===== src/common/plc_map.svh =====
// register map, field positions and reset values of the logic cell block
`ifndef PLC_MAP_SVH
`define PLC_MAP_SVH

// register byte offsets
`define PLC_OFF_CTRL     8'h00
`define PLC_OFF_DRIVE    8'h04
`define PLC_OFF_SRC_LO   8'h08
`define PLC_OFF_SRC_HI   8'h0C
`define PLC_OFF_STATUS   8'h10

// control register fields
`define PLC_CTRL_MODE_LO 0
`define PLC_CTRL_MODE_HI 1
`define PLC_CTRL_OE      2
`define PLC_CTRL_FREE    3
`define PLC_CTRL_SET_T   4
`define PLC_CTRL_RST_T   5
`define PLC_CTRL_SW_SET  6
`define PLC_CTRL_SW_RST  7
`define PLC_CTRL_W       8

// cell gate inputs: a 19..14, f 13..8, b 7..6, c 5..4, d 3..2, e 1..0
`define PLC_NUM_IN       20
`define PLC_SRC_W        3
`define PLC_SRC_PER_REG  10
`define PLC_SRC_REG_W    30

// status register fields
`define PLC_ST_AZ        0
`define PLC_ST_FZ        1
`define PLC_ST_OZ        2
`define PLC_ST_NZ        3
`define PLC_ST_QZ        4
`define PLC_ST_PAD       5
`define PLC_ST_DED_T     6
`define PLC_ST_DED_C     7
`define PLC_ST_TREE      8
`define PLC_ST_W         9

// reset values
`define PLC_RST_CTRL     8'h00
`define PLC_RST_DRIVE    20'h00000
`define PLC_RST_SRC      30'h00000000
`define PLC_RST_WORD     32'h00000000

`endif


===== src/common/plc_pkg.sv =====
// types shared by the logic cell block
package plc_pkg;

  // where one gate input of the cell is wired to
  typedef enum logic [2:0] {
    SRC_ZERO,
    SRC_ONE,
    SRC_DRIVE,
    SRC_Q,
    SRC_PAD,
    SRC_DED_T,
    SRC_DED_C,
    SRC_TREE
  } plc_src_type;

  // pad driver polarity
  typedef enum logic [1:0] {
    PAD_HIGH,
    PAD_LOW,
    PAD_ODRAIN,
    PAD_SPARE
  } plc_pad_mode_type;

  // gate inputs of one cell
  typedef struct packed {
    logic [5:0] a;
    logic [5:0] f;
    logic [1:0] b;
    logic [1:0] c;
    logic [1:0] d;
    logic [1:0] e;
  } plc_cell_in_type;

  // combinational outputs of one cell
  typedef struct packed {
    logic az;
    logic fz;
    logic oz;
    logic nz;
  } plc_cell_out_type;

endpackage


===== src/design/plc_cell_gates.sv =====
// gate and multiplexer part of one logic cell
`timescale 1ns/1ns
module plc_cell_gates
  import plc_pkg::*;
(
  input  wire plc_cell_in_type  cell_in,
  output plc_cell_out_type      cell_out
);

  logic b_and;
  logic c_and;
  logic d_and;
  logic e_and;
  logic mux_lo;
  logic mux_hi;

  // two wide and gates, four narrow ones
  assign cell_out.az = &cell_in.a;
  assign cell_out.fz = &cell_in.f;
  assign b_and       = &cell_in.b;
  assign c_and       = &cell_in.c;
  assign d_and       = &cell_in.d;
  assign e_and       = &cell_in.e;

  // mux tree: first level steered by a, final level by f
  assign mux_lo      = cell_out.az ? c_and : b_and;
  assign mux_hi      = cell_out.az ? e_and : d_and;
  assign cell_out.oz = mux_lo;
  assign cell_out.nz = cell_out.fz ? mux_hi : mux_lo;

endmodule


===== src/design/plc_cell_top.sv =====
// one configurable logic cell with its pad cells and apb configuration port
//
// The implementer's own choices: the APB interface to the registers and the register offsets.
`timescale 1ns/1ns
`include "plc_map.svh"

module plc_cell_top
  import plc_pkg::*;
#(
  parameter int unsigned ADDR_W = 8
)
(
  input  wire logic              sys_clk,
  input  wire logic              rstn,
  input  wire logic              ce,
  input  wire logic [ADDR_W-1:0] paddr,
  input  wire logic              psel,
  input  wire logic              penable,
  input  wire logic              pwrite,
  input  wire logic [31:0]       pwdata,
  output logic      [31:0]       prdata,
  output logic                   pready,
  output logic                   pslverr,
  input  wire logic              io_pad_in,
  output logic                   io_pad_out,
  output logic                   io_pad_oe,
  input  wire logic              ded_pad_in,
  input  wire logic              clk_pad_in,
  output logic                   cell_az,
  output logic                   cell_fz,
  output logic                   cell_oz,
  output logic                   cell_nz,
  output logic                   cell_qz,
  output logic                   ded_true,
  output logic                   ded_comp
);

  ////////////////////////////////////////////////////////////////////////////
  // declarations

  logic [`PLC_CTRL_W-1:0]    ctrl_q;
  logic [`PLC_NUM_IN-1:0]    drive_q;
  logic [`PLC_SRC_REG_W-1:0] src_lo_q;
  logic [`PLC_SRC_REG_W-1:0] src_hi_q;
  logic [31:0]               prdata_q;
  logic                      pready_q;
  logic                      pslverr_q;
  logic                      io_s1_q;
  logic                      io_s2_q;
  logic                      ded_s1_q;
  logic                      ded_s2_q;
  logic                      clk_s1_q;
  logic                      tree_q;
  logic                      tree_prev_q;
  logic                      az_q;
  logic                      fz_q;
  logic                      oz_q;
  logic                      nz_q;
  logic                      qz_q;
  logic                      pad_out_q;
  logic                      pad_oe_q;
  logic                      ded_t_q;
  logic                      ded_c_q;
  logic [`PLC_NUM_IN-1:0]    gate_in;
  logic [2*`PLC_SRC_REG_W-1:0] src_all;
  plc_cell_in_type           cell_in;
  plc_cell_out_type          cell_out;
  plc_pad_mode_type          pad_mode;
  logic                      setup_ph;
  logic                      wr_fire;
  logic                      addr_ok;
  logic [31:0]               rd_word;
  logic [`PLC_ST_W-1:0]      status;
  logic                      set_a;
  logic                      rst_a;
  logic                      cap_en;
  logic                      or_v;

  // refuse an address bus too narrow for the map
  if (ADDR_W < 5) begin : g_chk
    $error("plc_cell_top: ADDR_W must be at least 5");
  end

  ////////////////////////////////////////////////////////////////////////////
  // pin synchronisers

  // two flops per pin before any logic looks at it
  always_ff @(posedge sys_clk) begin
    if (!rstn) begin
      io_s1_q  <= 1'b0;
      io_s2_q  <= 1'b0;
      ded_s1_q <= 1'b0;
      ded_s2_q <= 1'b0;
      clk_s1_q <= 1'b0;
      tree_q   <= 1'b0;
    end else if (ce) begin
      io_s1_q  <= io_pad_in;
      io_s2_q  <= io_s1_q;
      ded_s1_q <= ded_pad_in;
      ded_s2_q <= ded_s1_q;
      clk_s1_q <= clk_pad_in;
      tree_q   <= clk_s1_q;
    end
  end

  // previous tree level for rising edge detection
  always_ff @(posedge sys_clk) begin
    if (!rstn) begin
      tree_prev_q <= 1'b0;
    end else if (ce) begin
      tree_prev_q <= tree_q;
    end
  end

  ////////////////////////////////////////////////////////////////////////////
  // apb slave

  assign setup_ph = psel && !pready_q;
  assign wr_fire  = psel && penable && pready_q && pwrite;
  assign addr_ok  = (paddr[ADDR_W-1:0] == ADDR_W'(`PLC_OFF_CTRL))
                 || (paddr[ADDR_W-1:0] == ADDR_W'(`PLC_OFF_DRIVE))
                 || (paddr[ADDR_W-1:0] == ADDR_W'(`PLC_OFF_SRC_LO))
                 || (paddr[ADDR_W-1:0] == ADDR_W'(`PLC_OFF_SRC_HI))
                 || (paddr[ADDR_W-1:0] == ADDR_W'(`PLC_OFF_STATUS));

  // live status of the cell and pads
  assign status = {tree_q, ded_c_q, ded_t_q, io_s2_q, qz_q, nz_q, oz_q, fz_q, az_q};

  // read mux, unmapped reads as zero
  always_comb begin
    rd_word = `PLC_RST_WORD;
    unique case (paddr[ADDR_W-1:0])
      ADDR_W'(`PLC_OFF_CTRL):   rd_word[`PLC_CTRL_W-1:0]    = ctrl_q;
      ADDR_W'(`PLC_OFF_DRIVE):  rd_word[`PLC_NUM_IN-1:0]    = drive_q;
      ADDR_W'(`PLC_OFF_SRC_LO): rd_word[`PLC_SRC_REG_W-1:0] = src_lo_q;
      ADDR_W'(`PLC_OFF_SRC_HI): rd_word[`PLC_SRC_REG_W-1:0] = src_hi_q;
      ADDR_W'(`PLC_OFF_STATUS): rd_word[`PLC_ST_W-1:0]      = status;
      default:                  rd_word = `PLC_RST_WORD;
    endcase
  end

  // answer in the first access cycle, data caught in setup
  always_ff @(posedge sys_clk) begin
    if (!rstn) begin
      pready_q  <= 1'b0;
      prdata_q  <= `PLC_RST_WORD;
      pslverr_q <= 1'b0;
    end else if (ce) begin
      pready_q <= setup_ph;
      if (setup_ph) begin
        prdata_q  <= pwrite ? `PLC_RST_WORD : rd_word;
        pslverr_q <= !addr_ok;
      end
    end
  end

  // configuration registers; these are the programmed links of the cell
  always_ff @(posedge sys_clk) begin
    if (!rstn) begin
      ctrl_q   <= `PLC_RST_CTRL;
      drive_q  <= `PLC_RST_DRIVE;
      src_lo_q <= `PLC_RST_SRC;
      src_hi_q <= `PLC_RST_SRC;
    end else if (ce && wr_fire) begin
      unique case (paddr[ADDR_W-1:0])
        ADDR_W'(`PLC_OFF_CTRL):   ctrl_q   <= pwdata[`PLC_CTRL_W-1:0];
        ADDR_W'(`PLC_OFF_DRIVE):  drive_q  <= pwdata[`PLC_NUM_IN-1:0];
        ADDR_W'(`PLC_OFF_SRC_LO): src_lo_q <= pwdata[`PLC_SRC_REG_W-1:0];
        ADDR_W'(`PLC_OFF_SRC_HI): src_hi_q <= pwdata[`PLC_SRC_REG_W-1:0];
        default: ;
      endcase
    end
  end

  assign prdata  = prdata_q;
  assign pready  = pready_q;
  assign pslverr = pslverr_q;

  ////////////////////////////////////////////////////////////////////////////
  // gate input wiring

  assign src_all = {src_hi_q, src_lo_q};

  // each gate input picks a constant or a net; nothing else sets the function
  for (genvar i = 0; i < `PLC_NUM_IN; i++) begin : g_src
    plc_src_type sel;
    assign sel = plc_src_type'(src_all[i*`PLC_SRC_W +: `PLC_SRC_W]);
    always_comb begin
      unique case (sel)
        SRC_ZERO:  gate_in[i] = 1'b0;
        SRC_ONE:   gate_in[i] = 1'b1;
        SRC_DRIVE: gate_in[i] = drive_q[i];
        SRC_Q:     gate_in[i] = qz_q;
        SRC_PAD:   gate_in[i] = io_s2_q;
        SRC_DED_T: gate_in[i] = ded_s2_q;
        SRC_DED_C: gate_in[i] = !ded_s2_q;
        SRC_TREE:  gate_in[i] = tree_q;
      endcase
    end
  end

  assign cell_in = plc_cell_in_type'(gate_in);

  plc_cell_gates u_gates (
    .cell_in  (cell_in),
    .cell_out (cell_out)
  );

  ////////////////////////////////////////////////////////////////////////////
  // cell outputs and storage flop

  // all four gate outputs are kept visible alongside the register
  always_ff @(posedge sys_clk) begin
    if (!rstn) begin
      az_q <= 1'b0;
      fz_q <= 1'b0;
      oz_q <= 1'b0;
      nz_q <= 1'b0;
    end else if (ce) begin
      az_q <= cell_out.az;
      fz_q <= cell_out.fz;
      oz_q <= cell_out.oz;
      nz_q <= cell_out.nz;
    end
  end

  // set and reset from software or the clock tree
  assign set_a  = ctrl_q[`PLC_CTRL_SW_SET] || (ctrl_q[`PLC_CTRL_SET_T] && tree_q);
  assign rst_a  = ctrl_q[`PLC_CTRL_SW_RST] || (ctrl_q[`PLC_CTRL_RST_T] && tree_q);
  assign cap_en = ctrl_q[`PLC_CTRL_FREE] || (tree_q && !tree_prev_q);

  // storage flop; set and reset bypass the cell clock
  always_ff @(posedge sys_clk) begin
    if (!rstn) begin
      qz_q <= 1'b0;
    end else if (ce) begin
      if (rst_a) begin
        qz_q <= 1'b0;
      end else if (set_a) begin
        qz_q <= 1'b1;
      end else if (cap_en) begin
        qz_q <= cell_out.nz;
      end
    end
  end

  assign cell_az = az_q;
  assign cell_fz = fz_q;
  assign cell_oz = oz_q;
  assign cell_nz = nz_q;
  assign cell_qz = qz_q;

  ////////////////////////////////////////////////////////////////////////////
  // pad cells

  assign pad_mode = plc_pad_mode_type'(ctrl_q[`PLC_CTRL_MODE_HI:`PLC_CTRL_MODE_LO]);
  assign or_v     = cell_out.nz || cell_out.fz;

  // pad driver with selectable polarity
  always_ff @(posedge sys_clk) begin
    if (!rstn) begin
      pad_out_q <= 1'b0;
      pad_oe_q  <= 1'b0;
    end else if (ce) begin
      unique case (pad_mode)
        PAD_LOW: begin
          pad_out_q <= !or_v;
          pad_oe_q  <= ctrl_q[`PLC_CTRL_OE];
        end
        PAD_ODRAIN: begin
          pad_out_q <= 1'b0;
          pad_oe_q  <= ctrl_q[`PLC_CTRL_OE] && or_v;
        end
        default: begin
          pad_out_q <= or_v;
          pad_oe_q  <= ctrl_q[`PLC_CTRL_OE];
        end
      endcase
    end
  end

  // dedicated input, true and complement
  always_ff @(posedge sys_clk) begin
    if (!rstn) begin
      ded_t_q <= 1'b0;
      ded_c_q <= 1'b1;
    end else if (ce) begin
      ded_t_q <= ded_s2_q;
      ded_c_q <= !ded_s2_q;
    end
  end

  assign io_pad_out = pad_out_q;
  assign io_pad_oe  = pad_oe_q;
  assign ded_true   = ded_t_q;
  assign ded_comp   = ded_c_q;
endmodule


===== config.mk =====
export PLATFORM = sky130hd
export DESIGN_NAME = plc_cell_top
export DESIGN_NICKNAME = d
export VERILOG_FILES = /design/src/common/plc_pkg.sv /design/src/design/plc_cell_gates.sv /design/src/design/plc_cell_top.sv
export VERILOG_INCLUDE_DIRS = /design/src /design/src/common
export SDC_FILE = /design/constraint.sdc
export NUM_CORES = 1
export LEC_CHECK = 0
export BUFFER_PORTS_ARGS = -buffer_cell sky130_fd_sc_hd__buf_2
export CAP_MARGIN = 5
export CORE_MARGIN = 1
export CORE_UTILIZATION = 58
export CTS_CLUSTER_DIAMETER = 120
export DETAILED_ROUTE_END_ITERATION = 16
export PLACE_DENSITY_LB_ADDON = 0.1
export SLEW_MARGIN = 20
export SYNTH_ARGS = -nofsm -noshare
export SYNTH_HDL_FRONTEND = slang
export SYNTH_SLANG_ARGS = --single-unit

===== constraint.sdc =====
create_clock -name sys_clk -period 2.1 [get_ports sys_clk]
set_input_delay 0.315 -clock sys_clk [delete_from_list [all_inputs] [get_ports sys_clk]]
set_output_delay 0.315 -clock sys_clk [all_outputs]
set_load 0.02 [all_outputs]

# Word-level counts from Yosys, hierarchy flattened
# Index checks and enable logic that the tools add are counted.
word_totals:
  ff_bits: 138
  in_bits: 49
  wordCells: 258
classes:
  n_reduce_logical: 56
  n_eq_ne: 146
  n_mux: 33
op_table:
  columns: ["operator", "n"]
  rows:
  - ["3-bit equality test (second input constant)", 80]
  - ["1-bit one-hot mux with 8 select lines", 20]
  - ["3-bit by 2-bit equality test with 1-bit output (second input constant)", 40]
  - ["3-bit by 1-bit equality test with 1-bit output (second input constant)", 20]
  - ["3-bit zero test", 20]
  - ["8-bit one-hot mux with 5 select lines", 1]
  - ["11-bit one-hot mux with 3 select lines", 1]
  - ["30-bit 2-to-1 mux", 1]
  - ["10-bit one-hot mux with 2 select lines", 1]
  - ["2-bit AND reduction", 10]
  - ["8-bit by 4-bit equality test with 1-bit output (second input constant)", 2]
  - ["6-bit AND reduction", 2]
  - ["1-bit logical AND", 9]
  - ["8-bit by 3-bit equality test with 1-bit output (second input constant)", 1]
  - ["8-bit by 5-bit equality test with 1-bit output (second input constant)", 1]
  - ["8-bit zero test", 1]
  - ["1-bit logical OR", 8]
  - ["1-bit 2-to-1 mux", 7]
  - ["1-bit zero test", 5]
  - ["1-bit one-hot mux with 4 select lines", 1]
  - ["3-bit nonzero test", 1]
  - ["2-bit by 1-bit equality test with 1-bit output (second input constant)", 1]
  - ["2-bit equality test (second input constant)", 1]
  - ["1-bit one-hot mux with 2 select lines", 1]

# Logic depth before layout (Yosys ltp)
# Gate-level depths: netlist of the first run.
depth:
  ltp_word: 8
  mapped_depth: 10

# By module
# Synthesis of the first run repeated with hierarchy kept, for this count alone.
unflattened:
  hier_cells: 782
  hier_area_um2: 6849.1
modules_own_cells:
  columns: ["mod", "cells_each", "seq_area_each_um2", "area_per_inst_um2", "instances"]
  rows:
  - ["plc_cell_top", 765, 2722.6, 6742.7, 1]
  - ["plc_cell_gates", 17, 0.0, 106.4, 1]

# Least setup slack after synthesis of the first run
# No wires, ideal clock.
synth_path:
  kind: "register to register"
  start: "register qz_q, in the netlist cell_qz"
  end: "register qz_q, in the netlist cell_qz"
  path_slack_ns: -0.004
  path_stages_with_launch: 8
  arrival_time_ns: 2.010
  period_less_slack_ns: 2.104
  setup_ns: 0.093
  t_required_ns: 2.007
  path_cell_list: "dfxtp_1 -> buf_2 -> mux2i_1 -> mux4_2 -> a211o_1 -> o211ai_2 -> o21ai_2 -> o311ai_2"
synth_via:
  elab_chain_cells: 7
  elab_cells_between_ends: 32
synth_lines:
  columns: ["element", "line", "rtl"]
  rows:
  - ["start, declared", "plc_cell_top.sv:59", "logic qz_q;"]
  - ["start signal, assigned", "plc_cell_top.sv:242", "qz_q <= cell_out.nz;"]
  - ["1-bit one-hot mux with 8 select lines", "plc_cell_top.sv:189", "unique case (sel)"]
  - ["6-bit AND reduction (tied with other cells)", "plc_cell_gates.sv:18", "assign cell_out.az = &cell_in.a;"]
  - ["1-bit 2-to-1 mux, on equally long branches", "plc_cell_gates.sv:26, plc_cell_gates.sv:27", null]
  - ["1-bit 2-to-1 mux (*)", "plc_cell_gates.sv:29", "assign cell_out.nz = cell_out.fz ? mux_hi : mux_lo;"]
  - ["1-bit 2-to-1 mux (*)", "plc_cell_top.sv:241", "end else if (cap_en) begin"]
  - ["1-bit 2-to-1 mux (*)", "plc_cell_top.sv:239", "end else if (set_a) begin"]
  - ["1-bit 2-to-1 mux (*)", "plc_cell_top.sv:237", "if (rst_a) begin"]
# Mark *: on every way between the ends. The rest lies on a longest branch, timed or not. The select of a mux whose other input is x is not followed.
# A chain may end at the register's enable or synchronous reset.

# Final worst setup path of the first run
layout_path:
  start: "register ded_s2_q"
  end: "register pad_out_q, in the netlist io_pad_out"
layout_via:
  elab_chain_cells: 8
  elab_cells_between_ends: 33
layout_lines:
  columns: ["element", "line", "rtl"]
  rows:
  - ["start, declared", "plc_cell_top.sv:51", "logic ded_s2_q;"]
  - ["start signal, assigned", "plc_cell_top.sv:100", "ded_s2_q <= ded_s1_q;"]
  - ["1-bit zero test", "plc_cell_top.sv:196", "SRC_DED_C: gate_in[i] = !ded_s2_q;"]
  - ["1-bit one-hot mux with 8 select lines", "plc_cell_top.sv:189", null]
  - ["6-bit AND reduction (tied with other cells)", "plc_cell_gates.sv:18", null]
  - ["1-bit 2-to-1 mux, on equally long branches", "plc_cell_gates.sv:26, plc_cell_gates.sv:27", null]
  - ["1-bit 2-to-1 mux", "plc_cell_gates.sv:29", null]
  - ["1-bit logical OR (*)", "plc_cell_top.sv:257", "assign or_v = cell_out.nz || cell_out.fz;"]
  - ["1-bit zero test", "plc_cell_top.sv:267", "pad_out_q <= !or_v;"]
  - ["1-bit one-hot mux with 2 select lines (*)", "plc_cell_top.sv:265", "unique case (pad_mode)"]
  - ["end signal, assigned", "plc_cell_top.sv:267", null]
  - ["end signal, assigned", "plc_cell_top.sv:275", "pad_out_q <= or_v;"]
  - ["end, declared", "plc_cell_top.sv:60", "logic pad_out_q;"]
# Mark *: on every way between the ends. The rest lies on a longest branch, timed or not.

==> results of run 1 <==
tightest hold or removal path, cell delays in order:
cell and delay [ps]:
buf_2 80, mux2i_1 60, nor2_1 70
synth_stat cells (3+ instances only):
master	number	area share (%)
a211o_1	4	0.52
a211oi_1	4	0.45
a21o_1	3	0.33
a21oi_1	125	9.3
a22oi_1	30	3.3
a311oi_1	3	0.39
a31oi_1	7	0.65
a32oi_1	4	0.52
buf_1	3	0.17
buf_2	10	0.74
clkbuf_1	48	2.7
dfxtp_1	136	40
inv_1	12	0.67
mux2_2	20	3.3
mux2i_1	45	6.7
nand2_1	199	11
nand2b_1	18	1.7
nand3_1	10	0.74
nand3b_1	5	0.56
nor2_1	84	4.7
nor2b_1	11	1.0
nor3_1	8	0.59
nor3b_1	3	0.33
o2111ai_1	5	0.65
o211ai_1	7	0.78
o21ai_0	22	1.6
o21ai_1	3	0.22
registers in the layout, indices dropped and copies added (netlist names), 8 cells and up:
name	flops
src_lo_q	30
prdata	30
src_hi_q	30
drive_q	20
ctrl_q	8
where the power goes:
part           leakage (nW)  switching [mW]  internal [mW]
Clock                 0.252            1.06           1.61
Combinational          1.71           0.182          0.101
Sequential             1.10         0.00895           2.59
Total                  3.06            1.25           4.30
per-stage QoR:
step	hold WS, ps	std cells
floorplan	449.0	874
global placement	447.5	1094
detailed placement	446.7	1094
CTS	123.5	1125
global route	131.2	1125
finish	126.7	1125
metal layers:
metal	vias to the layer above	wire (um)
met4	0	942
met3	74	1587
met5	-	0
li1	3222	-
met1	3294	8333
met2	350	10140
worst max-delay path by stage:
| stage | end | slack (ps) |
|---|---|---|
| after floorplan | cell_qz | 20 |
| after global placement | cell_qz | -100 |
| after detailed placement | cell_qz | -180 |
| after CTS | io_pad_out | 1 |
| after global routing | io_pad_out | -100 |
| final | io_pad_out | -30 |
logic make-up (layout without fill, tap and decap cells):
logic type	after synthesis	count (layout)	synth area share [%]
AND/OR/NAND/NOR	351	351	22.12
AO/OA/AOI/OAI	237	237	21.67
flip-flops	136	136	40.44
buffers and inverters	80	191	4.980
multiplexers	66	66	10.37
adder cells (fa/ha/maj)	2	2	0.3716
other	1	2	0.05570
layout make-up:
class	count	area [um^2]	share of cell area, %
multi-input cells	658	3780	46.07
flip-flops and latches	136	2736	33.35
repair buffers	147	938.4	11.44
clock buffers	26	499.2	6.085
well taps	140	175.2	2.135
inverters	15	57.56	0.7015
clock inverters	3	17.52	0.2135
what timing repair did:
item / in CTS / in global routing
endpoints found under the setup margin: 4 / 4
pin swaps: 11 / 4
endpoints found under the hold margin: 0 / 0
gates resized for setup: 26 / 9
setup buffers: 2 / 0
==> implementation parameters, run 1 <==
Parameter                              Value

STA
  Worst-case setup margin in the final layout    -25.57 ps
  Worst setup skew after layout    5.413 ps
  Fin crit period    2126 ps
  Post-Route Setup TNS    -25.57 ps
  Least-Margin Pin Slew    876.5 ps
  Portion of the clock cycle consumed by the worst path in the final layout    101.2%
  Worst slew margin relative to its limit    41.31%
  Maximum achievable frequency    0.4705 GHz
  RSZ-0062 raised after global routing    true
  Final-report setup violation count    1
  Number of pins exceeding their max-slew limit in the final report    0
  Number of hold-slack violations in the final timing report    0

Worst setup path
  Crit path max fanout    7
  Critical path class    reg2reg
  Number of cells on the worst reg-to-reg path    8
  CP startpoint kind    flop
  Reg2Reg Capture Point    io_pad_out
  Combined buffer and inverter count along the critical path    1
  Launch point of the worst path    ded_s2_q
  Launch instance of the worst register-to-register path    ded_s2_q
  List of cells traversed by the critical path    buf_6 -> nor2_4 -> a21oi_2 -> mux4_2 -> a211o_1 -> o211ai_4 -> mux2i_1 -> a21oi_1
  Slowest stage delay, CP    440 ps
  Logic depth of the worst path, buffers included    8
  Crit path capture type    flop
  Largest delay share family, worst path    compound AO/OA/AOI/OAI gates
  Slowest library cell on the worst path    mux4_2
  Internal reg-to-reg setup slack    -30 ps
  Endpoint arrival time on the critical path    2430 ps
  Critical path required time    2400 ps

Power and ir drop
  Max IR drop VDD    0.9109 mV
  Power per Cell Area    676.0 nW/um^2
  Leakage power total    3.060 nW
  Tot Pwr    5.546 mW

Place
  Count of port buffers added during placement    87
  Setup slack after placement    -177.2 ps
  Final GP Congestion    0.9495
  Half-perimeter wire length of the detailed placement result    14790 um
  Placed Area    7552 um^2

Run status
  Result of the run    complete, but fails checks
  Violated checks    negative setup slack

Job
  Number of max-capacitance violations reported    0

Routing
  Number of optimization iterations in the first detailed-route pass    5
  Routed len/inst    18.67 um
  Final antenna-violating net count    0
  Via-to-Cell Ratio    6.169
  Number of DRC violations after detailed routing    0
  Total wire length after detailed routing    21010 um
  First DRT Iteration DRCs    590
  Count of vias placed by the detailed router    6940

Synthesis
  Distinct cell type count of the synthesized netlist    61
  Cell count after synthesis    873
  Area of the mapped netlist    6733 um^2
  Async set-or-reset flop fraction in the synthesized netlist    0%
  Portion of the post-synthesis area used by sequential elements    40.44%
  Yosys reg bits    136
  Most used DFF post-synth    dfxtp_1
  Ys Warns    0
  Post-Syn Area per Cell    7.712 um^2
  Number of enable flip-flop cells after synthesis    0

Global routing
  Most Used Layer, Global Route    met2
  Met3 demand-to-capacity share in global routing    8.477%
  Maximum number of pins on one net before global-route repair    68
  Vias in the first global route    6646
  Wire length of the first global-routing pass    32310 um
  GRT met1 Usage    40.80%
  Leftover overflow at the end of global routing    0
  Total global-route track usage    36.07%
  Global routing met2 resource utilization    61.55%
  Initial antenna violation count    0

Die
  Initial Util    60.77%
  Overall die area    12040 um^2
  Die width    109.7 um
  Die Y    109.7 um
  Core Box Area    11080 um^2
  Row count    38
  Top Ports    92

Clock tree
  Post-cts hold buffer count    0
  CTS tree    done
  Post-CTS clock slew at the launch and capture registers of the worst setup and hold paths    60 ps
  Later-pin clock latency in the skew report    430 ps
  H-Tree Level Count    4
  Buffer levels on the longest clock path    2
  Buffer type at the clock tree root    clkbuf_16
  Clock tree sinks    136
  TritonCTS Buffers    17

Layout
  Total number of nets in the final design    1026
  Layout cells sized above 1    23.05%
  Area delta synth->final    21.85%
  Top library cells by usage in the layout, fill and taps aside    199 x nand2_1, 129 x dfxtp_1, 123 x a21oi_1
  Finished layout cell area    8204 um^2
  Leading cell type in the layout, fill and taps excluded    nand2_1
  Ant diodes    0
  Filler Cells Inserted    862
  Final core area utilization    74.06%

Min path
  Hold Crit Depth    3
  Startpoint of the most critical hold path    clk_pad_in
  Endpoint of the worst hold path    clk_s1_q
  Hold crit path type    in2reg
Note: power is estimated with default switching activity, not from simulation.
==> run 2: changes to the inputs <==
- CORE_UTILIZATION: 58 -> 60
- CTS_CLUSTER_DIAMETER: 120 -> not set
- TNS_END_PERCENT: not set -> 50
- clock period: 2.1 -> 2.7 ns (I/O delays scaled with it)
==> run 2 against run 1 <==
Against the previous run:
- the flow now finishes without violations
- die area fell by 3.3%
- sequential power is 22% lower
- via count down 3.4%
- non-clock buffer count is 31 lower
- sequential share of layout area rose by 1.2 points
- routed wire length fell by 4.3%
- critical path depth rose by 1
- worst hold slack got worse by 29 ps
- final area down 3.8%
- critical path type unchanged
- largest power group unchanged
- highest routed layer unchanged
==> implementation parameters, run 2 (synthesis results as in run 1) <==
Parameter                              Value

Run status
  Result of the run    complete, no violations

Die
  Top Ports    92
  Die Y    107.9 um
  Overall die area    11650 um^2
  Core Box Area    10890 um^2
  Initial Util    61.84%
  Die width    107.9 um
  Row count    38

STA
  Worst slew margin relative to its limit    37.99%
  Final-report setup violation count    0
  Fin crit period    2442 ps
  Portion of the clock cycle consumed by the worst path in the final layout    90.43%
  Worst-case setup margin in the final layout    258.3 ps
  Least-Margin Pin Slew    926.1 ps
  RSZ-0062 raised after global routing    false
  Post-Route Setup TNS    0 ps
  Maximum achievable frequency    0.4096 GHz
  Number of hold-slack violations in the final timing report    0
  Worst setup skew after layout    7.500 ps
  Number of pins exceeding their max-slew limit in the final report    0

Power and ir drop
  Power per Cell Area    572.3 nW/um^2
  Leakage power total    2.914 nW
  Max IR drop VDD    0.5842 mV

Worst setup path
  Internal reg-to-reg setup slack    260 ps
  Endpoint arrival time on the critical path    2860 ps
  Critical path required time    3120 ps
  Crit path max fanout    7
  Launch instance of the worst register-to-register path    cell_qz
  Reg2Reg Capture Point    io_pad_oe
  CP startpoint kind    flop
  Crit path capture type    flop
  Number of cells on the worst reg-to-reg path    9
  Critical path class    reg2reg

Layout
  Total number of nets in the final design    995
  Layout cells sized above 1    18.91%
  Fin cells    1097
  Final core area utilization    72.50%
  Area delta synth->final    17.25%
  Leading cell type in the layout, fill and taps excluded    nand2_1
  Filler Cells Inserted    889
  Ant diodes    0
  Top library cells by usage in the layout, fill and taps aside    199 x nand2_1, 135 x dfxtp_1, 125 x a21oi_1

Global routing
  Wire length of the first global-routing pass    31570 um
  Vias in the first global route    6297
  Leftover overflow at the end of global routing    0
  Initial antenna violation count    0
  Total global-route track usage    35.81%
  Maximum number of pins on one net before global-route repair    52

Clock tree
  CTS tree    done
  # Post-CTS Setup Buffers    0
  Buffer levels on the longest clock path    2
  H-Tree Level Count    4
  Clock tree sinks    136
  Later-pin clock latency in the skew report    540 ps
  Post-CTS clock slew at the launch and capture registers of the worst setup and hold paths    60 ps
  Buffer type at the clock tree root    clkbuf_8
  TritonCTS Buffers    17

Routing
  Count of vias placed by the detailed router    6705
  Total wire length after detailed routing    20100 um
  Routed len/inst    18.32 um
  First DRT Iteration DRCs    720
  Final antenna-violating net count    0
  Number of DRC violations after detailed routing    0
  Via-to-Cell Ratio    6.112
  Number of optimization iterations in the first detailed-route pass    5

Min path
  Hold Crit Depth    3
  Hold crit path type    in2reg
  Endpoint of the worst hold path    clk_s1_q
  Startpoint of the most critical hold path    clk_pad_in

Place
  Final GP Congestion    0.9858
  Total placed cells including tap cells    1065
  Count of port buffers added during placement    87
  Setup slack after placement    135.1 ps
  Half-perimeter wire length of the detailed placement result    13950 um

Job
  Number of max-capacitance violations reported    0
run 2: cell count changes in the layout (fill, tap and decap cells not counted), sizes merged:
cell,before,now
buf,147,116
bufinv,0,3
clkbuf,26,23
clkinv,3,7
clkinvlp,1,0
run 2: cell type report:
| cell class | count | area, um^2 | share of cell area [%] |
|---|---|---|---|
| timing repair buffer | 116 | 678.2 | 8.591 |
| sequential | 136 | 2724 | 34.51 |
| inverter | 15 | 57.56 | 0.7291 |
| clock buffer | 23 | 446.7 | 5.659 |
| multi-input combinational | 658 | 3689 | 46.73 |
| tap | 140 | 175.2 | 2.219 |
| clock inverter | 9 | 123.9 | 1.569 |
run 2: per-layer routing:
metal | global-route usage, % | wire (um) | vias up
li1 | - | - | 3165
met2 | 60.03 | 9997 | 289
met3 | 9.403 | 1389 | 47
met4 | 17.22 | 557 | 0
met1 | 42.59 | 8154 | 3204
met5 | 0 | 0 | -
run 2: report_power, final:
| group | total (mW) | switching, mW | leakage [nW] | internal [mW] |
|---|---|---|---|---|
| Clock | 2.29 | 0.861 | 0.284 | 1.43 |
| Sequential | 2.02 | 0.00752 | 1.10 | 2.02 |
| Combinational | 0.208 | 0.138 | 1.53 | 0.0702 |
| Total | 4.52 | 1.01 | 2.91 | 3.51 |
run 2: per-stage QoR:
step	area, um^2	hold WS [ps]	total power, mW
final	7894	97.73	4.518
after global routing	7894	89.28	4.637
after CTS	7893	77.41	4.529
after detailed placement	7322	444.5	2.269
after global placement	7322	449.3	2.265
after floorplan	6736	449.0	2.181
run 2: worst max-delay path, cell delays in order, from the launching register on:
cell	delay [ps]
dfxtp_1	500
inv_1	230
buf_4	210
nor2_1	70
o21ai_0	70
a311o_2	430
o21ai_1	220
o211ai_2	220
o2111ai_1	270
nand2_1	100
run 2: repair_timing:
item | 4_1_cts | 5_1_grt
hold buffers | 0 | 0
setup endpoints to repair | 0 | 2
gates resized for setup | 0 | 1
run 2: how the worst max path moves through the flow:
stage          startpoint         to  slack (ps)  depth (start not counted)
3_5_place_dp     ded_s2_q    cell_qz         140                          8
5_1_grt           cell_qz    cell_qz         100                          8
2_1_floorplan     cell_qz    cell_qz         600                          7
3_3_place_gp     ded_s2_q    cell_qz         250                          7
6_report          cell_qz  io_pad_oe         260                          9
4_1_cts          ded_s2_q    cell_qz         100                          8
